`src/spi_status_pkg.sv`:
```
package spi_status_pkg;

  // bit positions of the status word
  localparam int BitIntReadErr   = 29;
  localparam int BitIntWriteErr  = 28;
  localparam int BitErrLogEntry  = 27;
  localparam int BitRdUnderflow  = 26;
  localparam int BitRdEmpty      = 25;
  localparam int BitWrOverflow   = 24;
  localparam int BitFraming      = 21;
  localparam int BitBadOpcode    = 20;
  localparam int BitWrRunOn      = 19;
  localparam int BitWrShort      = 18;
  localparam int BitRdRunOn      = 17;
  localparam int BitRdShort      = 16;
  localparam int BitWrSpace      = 5;
  localparam int BitRdData       = 4;
  localparam int BitAccActive    = 3;
  localparam int BitIntSummary   = 2;
  localparam int BitSerSummary   = 1;
  localparam int BitAnySummary   = 0;

  // sticky flags: index of each event in the flag vector
  localparam int NumFlags        = 12;
  localparam logic [NumFlags-1:0] FlagReset = 12'h000;

  // flag vector index -> status word bit
  localparam int FlagPos [NumFlags] = '{
    BitRdShort, BitRdRunOn, BitWrShort, BitWrRunOn, BitBadOpcode,
    BitFraming, BitWrOverflow, BitRdEmpty, BitRdUnderflow,
    BitErrLogEntry, BitIntWriteErr, BitIntReadErr};

  // flags 0..5 are serial protocol errors, 6..11 internal access errors
  localparam int NumSerFlags     = 6;

  localparam int QueueCountWidth = 8;
  localparam int BitCountWidth   = 3;
  localparam logic [31:0] StatusReset = 32'h0000_0000;

endpackage

```
`src/w1c_flag.sv`:
```
`timescale 1ns/1ps
module w1c_flag (
  // clock and reset
  input  wire logic clock,
  input  wire logic rst,
  // event and clear
  input  wire logic setPulse,
  input  wire logic clearPulse,
  // state
  output logic      flag
);

  logic next_flag;

  always_comb begin
    next_flag = flag;
    if (clearPulse) begin
      next_flag = 1'b0;
    end
    if (setPulse) begin
      next_flag = 1'b1; // RULE_19
    end
  end

  always_ff @(posedge clock or posedge rst) begin
    if (rst) begin
      flag <= 1'b0;
    end else begin
      flag <= next_flag;
    end
  end

endmodule // w1c_flag

```
`src/frame_bit_counter.sv`:
```
`timescale 1ns/1ps
module frame_bit_counter (
  // clock and reset
  input  wire logic clock,
  input  wire logic rst,
  // synchronised serial framing
  input  wire logic selActive,
  input  wire logic bitStrobe,
  // result
  output logic      framingFault
);

  logic [spi_status_pkg::BitCountWidth-1:0] bitCount;
  logic [spi_status_pkg::BitCountWidth-1:0] next_bitCount;
  logic                                     selPrev;
  logic                                     next_framingFault;

  always_comb begin
    next_bitCount     = bitCount;
    next_framingFault = 1'b0;
    if (selActive && bitStrobe) begin
      next_bitCount = bitCount + 3'h1;
    end
    if (selPrev && !selActive) begin
      next_framingFault = (bitCount != 3'h0); // RULE_07
      next_bitCount     = 3'h0;
    end
  end

  always_ff @(posedge clock or posedge rst) begin
    if (rst) begin
      bitCount     <= 3'h0;
      selPrev      <= 1'b0;
      framingFault <= 1'b0;
    end else begin
      bitCount     <= next_bitCount;
      selPrev      <= selActive;
      framingFault <= next_framingFault;
    end
  end

endmodule // frame_bit_counter

```
`src/spi_host_interface_status.sv`:
```
// Contract
// RULE_01: internal read error sets read fail flag; reset 0, write 1 clears.
// RULE_02: internal write error sets write fail flag; reset 0, write 1 clears
// RULE_03: new error log entry sets log flag; reset 0, write 1 clears.
// RULE_04: read queue dry after first word sets underflow; write 1 clears.
// RULE_05: no data for first read word sets empty flag; write one clears.
// RULE_06: push into full write queue sets overflow flag; write 1 clears.
// RULE_07: select release off byte boundary sets framing flag; write 1 clears
// RULE_08: unrecognised serial command sets bad opcode flag; write 1 clears.
// RULE_09: write sequence requesting past its length sets write run-on flag.
// RULE_10: write sequence ending short of its length sets write short flag.
// RULE_11: read sequence requesting past its length sets read run-on flag.
// RULE_12: read sequence ending short of its length sets read short flag.
// RULE_13: write space bit high while free entries reach write threshold.
// RULE_14: access active bit high during internal multiple-transfer access.
// RULE_15: serial summary bit high when any unmasked serial error flag set.
// RULE_16: reserved bits read zero and ignore writes.
// RULE_17: read data bit high while read entries reach read threshold.
// RULE_18: internal summary bit high when any unmasked internal flag set.
// RULE_19: flags stay set until written 1; a same-cycle event keeps them set.
// RULE_20: host writes ones only at handled positions to avoid losing events.
`timescale 1ns/1ps
module spi_host_interface_status (
  // clock and reset
  input  wire logic        clock,
  input  wire logic        rst,
  // serial framing pins (asynchronous)
  input  wire logic        chipSelN,
  input  wire logic        serialClk,
  // serial protocol events
  input  wire logic        badOpcode,
  input  wire logic        wrRunOn,
  input  wire logic        wrShort,
  input  wire logic        rdRunOn,
  input  wire logic        rdShort,
  // internal access events
  input  wire logic        intReadErr,
  input  wire logic        intWriteErr,
  input  wire logic        errLogEntry,
  input  wire logic        rdQueuePop,
  input  wire logic        rdFirstWord,
  input  wire logic        rdQueueEmpty,
  input  wire logic        wrQueuePush,
  input  wire logic        wrQueueFull,
  input  wire logic        multiAccess,
  // queue levels and thresholds
  input  wire logic [7:0]  wrFreeCount,
  input  wire logic [7:0]  wrThreshold,
  input  wire logic [7:0]  rdCount,
  input  wire logic [7:0]  rdThreshold,
  input  wire logic [11:0] flagMask,
  // status register port
  input  wire logic        statusWrite,
  input  wire logic [31:0] statusWdata,
  output logic      [31:0] statusRdata,
  // summary interrupt outputs
  output logic             serErrIrq,
  output logic             intErrIrq
);

  localparam int NF = spi_status_pkg::NumFlags;
  localparam int NS = spi_status_pkg::NumSerFlags;

  logic [2:0]    csSync;
  logic [2:0]    sckSync;
  logic          sckRise;
  logic          framingFault;
  logic [NF-1:0] setVec;
  logic [NF-1:0] clrVec;
  logic [NF-1:0] flags;
  logic [NF-1:0] unmasked;
  logic [31:0]   next_statusRdata;
  logic          next_serErrIrq;
  logic          next_intErrIrq;

  // pin synchronisers; stage 0 read only by stage 1
  always_ff @(posedge clock or posedge rst) begin
    if (rst) begin
      csSync  <= 3'h7;
      sckSync <= 3'h0;
    end else begin
      csSync  <= {csSync[1:0], chipSelN};
      sckSync <= {sckSync[1:0], serialClk};
    end
  end

  assign sckRise = sckSync[1] && !sckSync[2];

  frame_bit_counter u_frame (
    .clock        (clock),
    .rst          (rst),
    .selActive    (!csSync[1]),
    .bitStrobe    (sckRise),
    .framingFault (framingFault)
  );

  always_comb begin
    setVec     = '0;
    setVec[0]  = rdShort;                                 // RULE_12
    setVec[1]  = rdRunOn;                                 // RULE_11
    setVec[2]  = wrShort;                                 // RULE_10
    setVec[3]  = wrRunOn;                                 // RULE_09
    setVec[4]  = badOpcode;                               // RULE_08
    setVec[5]  = framingFault;                            // RULE_07
    setVec[6]  = wrQueuePush && wrQueueFull;              // RULE_06
    setVec[7]  = rdQueuePop && rdFirstWord && rdQueueEmpty; // RULE_05
    setVec[8]  = rdQueuePop && !rdFirstWord && rdQueueEmpty; // RULE_04
    setVec[9]  = errLogEntry;                             // RULE_03
    setVec[10] = intWriteErr;                             // RULE_02
    setVec[11] = intReadErr;                              // RULE_01
  end

  // one sticky flag per event, cleared by writing one at its position
  generate
    for (genvar i = 0; i < NF; i++) begin : g_flag
      assign clrVec[i] =
        statusWrite && statusWdata[spi_status_pkg::FlagPos[i]];
      w1c_flag u_flag (
        .clock      (clock),
        .rst        (rst),
        .setPulse   (setVec[i]),
        .clearPulse (clrVec[i]),
        .flag       (flags[i])
      );
    end
  endgenerate

  assign unmasked = flags & ~flagMask;

  always_comb begin
    next_statusRdata = spi_status_pkg::StatusReset; // RULE_16
    for (int i = 0; i < NF; i++) begin
      next_statusRdata[spi_status_pkg::FlagPos[i]] = flags[i];
    end
    next_serErrIrq = |unmasked[NS-1:0];               // RULE_15
    next_intErrIrq = |unmasked[NF-1:NS];              // RULE_18
    next_statusRdata[spi_status_pkg::BitWrSpace] =
      (wrFreeCount >= wrThreshold);                   // RULE_13
    next_statusRdata[spi_status_pkg::BitRdData] =
      (rdCount >= rdThreshold);                       // RULE_17
    next_statusRdata[spi_status_pkg::BitAccActive] = multiAccess; // RULE_14
    next_statusRdata[spi_status_pkg::BitIntSummary] = next_intErrIrq;
    next_statusRdata[spi_status_pkg::BitSerSummary] = next_serErrIrq;
    next_statusRdata[spi_status_pkg::BitAnySummary] =
      next_intErrIrq || next_serErrIrq;
  end

  always_ff @(posedge clock or posedge rst) begin
    if (rst) begin
      statusRdata <= spi_status_pkg::StatusReset;
      serErrIrq   <= 1'b0;
      intErrIrq   <= 1'b0;
    end else begin
      statusRdata <= next_statusRdata;
      serErrIrq   <= next_serErrIrq;
      intErrIrq   <= next_intErrIrq;
    end
  end

endmodule // spi_host_interface_status

```
`config.mk`:
```
export PLATFORM = sky130hd
export DESIGN_NAME = spi_host_interface_status
export DESIGN_NICKNAME = d
export VERILOG_FILES = /design/src/spi_status_pkg.sv /design/src/w1c_flag.sv /design/src/frame_bit_counter.sv /design/src/spi_host_interface_status.sv
export SDC_FILE = /design/constraint.sdc
export NUM_CORES = 1
export LEC_CHECK = 0
export BUFFER_PORTS_ARGS = -buffer_cell sky130_fd_sc_hd__clkbuf_2
export CORE_UTILIZATION = 40
export DETAILED_ROUTE_END_ITERATION = 10
export GPL_TIMING_DRIVEN = 0
export PLACE_DENSITY = 0.78
export SLEW_MARGIN = 20
export SYNTH_ARGS = -nofsm -noshare
export SYNTH_HDL_FRONTEND = slang
export SYNTH_SLANG_ARGS = --single-unit
export TNS_END_PERCENT = 50
```
`constraint.sdc`:
```
create_clock -name clock -period 3.1 [get_ports clock]
set_input_delay 0.155 -clock clock [delete_from_list [all_inputs] [get_ports clock]]
set_output_delay 0.155 -clock clock [all_outputs]
set_load 0.01 [all_outputs]
```
==> metrics.log <==
INFO  metric tns = 0 ns
INFO  metric power_leakage = 1.52 nW
INFO  metric grt_setup_unrepaired = no
INFO  metric asyncSetResetFlopFracSynth = 100%
INFO  metric critical_path_buf_inv_count = 1
INFO  metric grt_max_degree = 31
INFO  metric ys_seq_area_share = a little over half
INFO  metric total_switching_power = 0.000278 W
INFO  metric synth.lib_cells_used.distinct = 28
INFO  metric worstSetupPathType = register to register
INFO  metric postSynthAreaPerCell = 10.6 um2
INFO  metric holdCritPathClass = input port to register
INFO  metric tritoncts_clock_tree = yes
INFO  metric drt_pass1_iterations = 7
INFO  metric viasPerCell = between 4 and 5
INFO  metric htree_levels = 2
INFO  metric clock_tree.root_cell = sky130_fd_sc_hd__clkbuf_8
INFO  metric antenna_found_initial = 0
INFO  metric routed-via-count = around 1500
INFO  metric placed_cells = 338
INFO  metric grt_first_pass_wirelength = approximately 6400 um
INFO  metric timing.fmax = 0.792 GHz
INFO  metric final_core_util = 58.6%
INFO  metric cp_top_family = simple AND/OR/NAND/NOR gates
INFO  metric clock_power_share = 28.8%
INFO  metric grt_pass1_vias = about 1600
INFO  metric stdcell_count = 350
INFO  metric timing.final.crit_share = approximately two fifths
INFO  metric combinational_family_with_the_most_area_after_synthesis = compound AO/OA/AOI/OAI gates
INFO  metric critical_path.endpoint_type = register
INFO  metric worst-path-max-fanout = 3
INFO  metric post_synth_xor_area_fraction = 0%
INFO  metric gpl.final_weighted_congestion = 0.721
INFO  metric dieArea = about 0.0050 mm2
INFO  metric power.share.combinational = 18.6%
INFO  metric power.sequential.fraction = 52.6%
INFO  metric synthToLayoutAreaGrowth = 38.6%
INFO  metric period_needed = 1.26 ns
INFO  metric synth_flop_cell = sky130_fd_sc_hd__dfrtp_1
INFO  metric cts.repair_timing.setup_buffer_count = 0
INFO  metric yosys.area.top_type_share = 50.6%
INFO  metric maxSlewHeadroom = 62.1%
INFO  metric pwr_total = 0.00111 W
INFO  metric route.final.wire_length = ~3700 um
INFO  metric outcome = finished, violations left
INFO  metric fillers = about 400
INFO  metric grt_overflow_total = 0
INFO  metric io-pin-count = 129
INFO  metric critical_path_data_required_time = 3.27 ns
INFO  metric synth_edf_count = 0
INFO  metric post_synth_instance_area = 0.00188 mm2
INFO  metric drive_gt1_share = 41.3%
INFO  metric detail_route.drc_violations = 17
INFO  metric worst_skew_pair.late_latency = 0.29 ns
INFO  metric synth.ff_latch_count = 40
INFO  metric clk_path_buf_depth = 2
INFO  metric dp_slack = 1.76 ns
INFO  metric ir_worst_vdd = 0.168 mV
INFO  metric violations = design-rule violations
INFO  metric power.switching_fraction = 25.1%
INFO  metric yosys-top-cells-area = sky130_fd_sc_hd__dfrtp_1, sky130_fd_sc_hd__ha_1, sky130_fd_sc_hd__inv_1
INFO  metric timing.max_cap.violations = 0
INFO  metric std_cell_core_area = 0.00444 mm2
INFO  metric detail_route.iter0.violations = 148
INFO  metric synth.mux.area_fraction = 0%
INFO  metric die_x = 70.6 um
INFO  metric post_cts.resized_instances = 0
INFO  metric power.density_cell_area = ~420 mW/mm2
INFO  metric route.detailed.wl_per_inst = 10.6 um
INFO  metric crit_arrival = 1.44 ns
INFO  metric maxSlewViolCount = 0
INFO  metric setup-violations-final = 0
INFO  metric synth-simple-area-share = ~7.8%
INFO  metric synth_fa_ha_area_share = 12.0%
INFO  metric clock-sinks = 40
INFO  metric skew = 0.00698 ns
INFO  metric synthesis.instances = 178
INFO  metric p_int = 0.000830 W
INFO  metric critical_path.startpoint_type = register
INFO  metric num_cts_buffers = 5
INFO  metric synthDominantAreaCellType = sky130_fd_sc_hd__dfrtp_1
INFO  metric std_cell_rows = 24
INFO  metric globalRouteTotalUtil = 16.9%
INFO  metric buffer_ports.inserted = 94
INFO  metric max_slew.worst_pin.slew = 0.569 ns
INFO  metric worst_path_largest_cell_delay = 0.40 ns
INFO  metric share_of_the_synthesized_area_in_compound_gates_ao_oa_aoi_oai = 13.5%
INFO  metric hold_viol = 0
INFO  metric num_antenna_cells = 0
INFO  metric die_h = about 71 um
INFO  metric hold_buffers_post_cts = 4
INFO  metric floorplan.initialDensity = 42.3%
INFO  metric drtAntennaViolNets = 0
INFO  metric ordered_list_of_cells_on_the_worst_path = inv_1 > o22ai_1 > or3_1 > or2_1
INFO  metric clock_transition_time_at_the_flip_flop_clock_pins_of_the_worst_setup_and_hold_paths = 0.07 ns
INFO  metric worst_slack = approximately 1.8 ns
INFO  metric hpwlAfterDp = 3070 um
INFO  metric critical_path.slowest_cell = sky130_fd_sc_hd__dfrtp_1
INFO  metric synthesis.yosys.warnings = 0
INFO  metric post_layout_net_count = 410
state kept, by name (all words and copies together) (netlist names):
| register | count |
|---|---|
| u_frame.bitCount | 3 |
| g_flag.u_flag.flag | 12 |
| sckSync | 3 |
| csSync | 2 |
| u_frame.selPrev | 1 |
| statusRdata | 18 |
| u_frame.framingFault | 1 |
path summary, 6_finish.rpt:
check                                            from                    end  slack [ns]  cells past startpoint
worst max-delay path            g_flag[9].u_flag.flag         statusRdata[0]        1.84                      4
worst min-delay path                      errLogEntry  g_flag[9].u_flag.flag        0.04                      2
worst max register to register  g_flag[9].u_flag.flag         statusRdata[0]        1.84                      4
worst min register to register             sckSync[0]             sckSync[1]        0.35                      0
max in group asynchronous                         rst              csSync[1]        2.25                      4
min in group asynchronous                         rst        statusRdata[21]        0.34                      3
worst reg2reg max path: stages, from the launching register on:
cell                      delay (ns)
sky130_fd_sc_hd__dfrtp_1        0.40
sky130_fd_sc_hd__inv_1          0.06
sky130_fd_sc_hd__o22ai_1        0.08
sky130_fd_sc_hd__or3_1          0.39
sky130_fd_sc_hd__or2_1          0.21
power groups by stage:
| stage | clock network (W) | logic, W | registers (W) |
|---|---|---|---|
| finish | 0.000319 | 0.000206 | 0.000583 |
| global route | 0.000359 | 0.000233 | 0.000589 |
| CTS | 0.000336 | 0.000209 | 0.000583 |
| detailed placement | 0 | 0.000205 | 0.000594 |
| global placement | 0 | 0.000194 | 0.000592 |
| floorplan | 0 | 0.000101 | 0.000600 |
final cells by class:
class	instances	area, um2	share of cell area [%]
buffer	17	124	4.75
clock buffer	7	76.3	2.93
clock inverter	1	5.00	0.192
inverter	33	124	4.75
multi-input combinational	101	678	26.0
sequential	40	1000	38.5
tap	52	65.1	2.50
timing repair buffer	99	531	20.4
cells in the mapped netlist, types with 2 or more instances:
master	n
sky130_fd_sc_hd__dfrtp_1	38
sky130_fd_sc_hd__inv_1	33
sky130_fd_sc_hd__nand2_1	21
sky130_fd_sc_hd__ha_1	18
sky130_fd_sc_hd__buf_4	16
sky130_fd_sc_hd__a21o_1	9
sky130_fd_sc_hd__o21ai_0	6
sky130_fd_sc_hd__o22ai_1	6
sky130_fd_sc_hd__a21oi_1	5
sky130_fd_sc_hd__a211oi_1	3
sky130_fd_sc_hd__nor2b_1	3
sky130_fd_sc_hd__a32o_1	2
sky130_fd_sc_hd__dfstp_2	2
sky130_fd_sc_hd__nor2_1	2
stage by stage:
step                      hold slack (ns)  instance area [um2]
after detailed placement           0.0874                 2480
after floorplan                     0.159                 1930
after global placement              0.243                 2460
after CTS                          0.0345                 2610
final                              0.0405                 2610
after global routing               0.0287                 2610
placed cells by master (no fill, tap or decap), types with 2 or more instances in the layout:
cell                            Yosys  final
sky130_fd_sc_hd__clkbuf_2           0     94
sky130_fd_sc_hd__dfrtp_1           38     38
sky130_fd_sc_hd__inv_1             33     32
sky130_fd_sc_hd__nand2_1           21     21
sky130_fd_sc_hd__ha_1              18     18
sky130_fd_sc_hd__buf_4             16     16
sky130_fd_sc_hd__conb_1             1     14
sky130_fd_sc_hd__a21o_1             9      9
sky130_fd_sc_hd__o21ai_0            6      6
sky130_fd_sc_hd__o22ai_1            6      6
sky130_fd_sc_hd__a21oi_1            5      5
sky130_fd_sc_hd__clkbuf_8           0      5
sky130_fd_sc_hd__dlygate4sd3_1      0      4
sky130_fd_sc_hd__nor2b_1            3      3
sky130_fd_sc_hd__a211oi_1           3      3
sky130_fd_sc_hd__clkbuf_1           1      3
sky130_fd_sc_hd__a32o_1             2      2
sky130_fd_sc_hd__nor2_1             2      2
sky130_fd_sc_hd__dfstp_2            2      2
cell families after synthesis:
group                      after synthesis
buffers and inverters                   50
other                                    1
and+or+nand+nor                         32
adders and majority gates               18
DFF                                     40
AOI/OAI and AO/OA                       37
per-layer routing:
metal  vias to the layer above  GRT usage, %  wire (um)
li1                        789             -          -
met1                       682          17.3       1470
met2                        71          31.6       1920
met3                         7          4.70        251
met4                         0          8.00         67
met5                         -             0          0
Power figures use the tool's default switching activity.
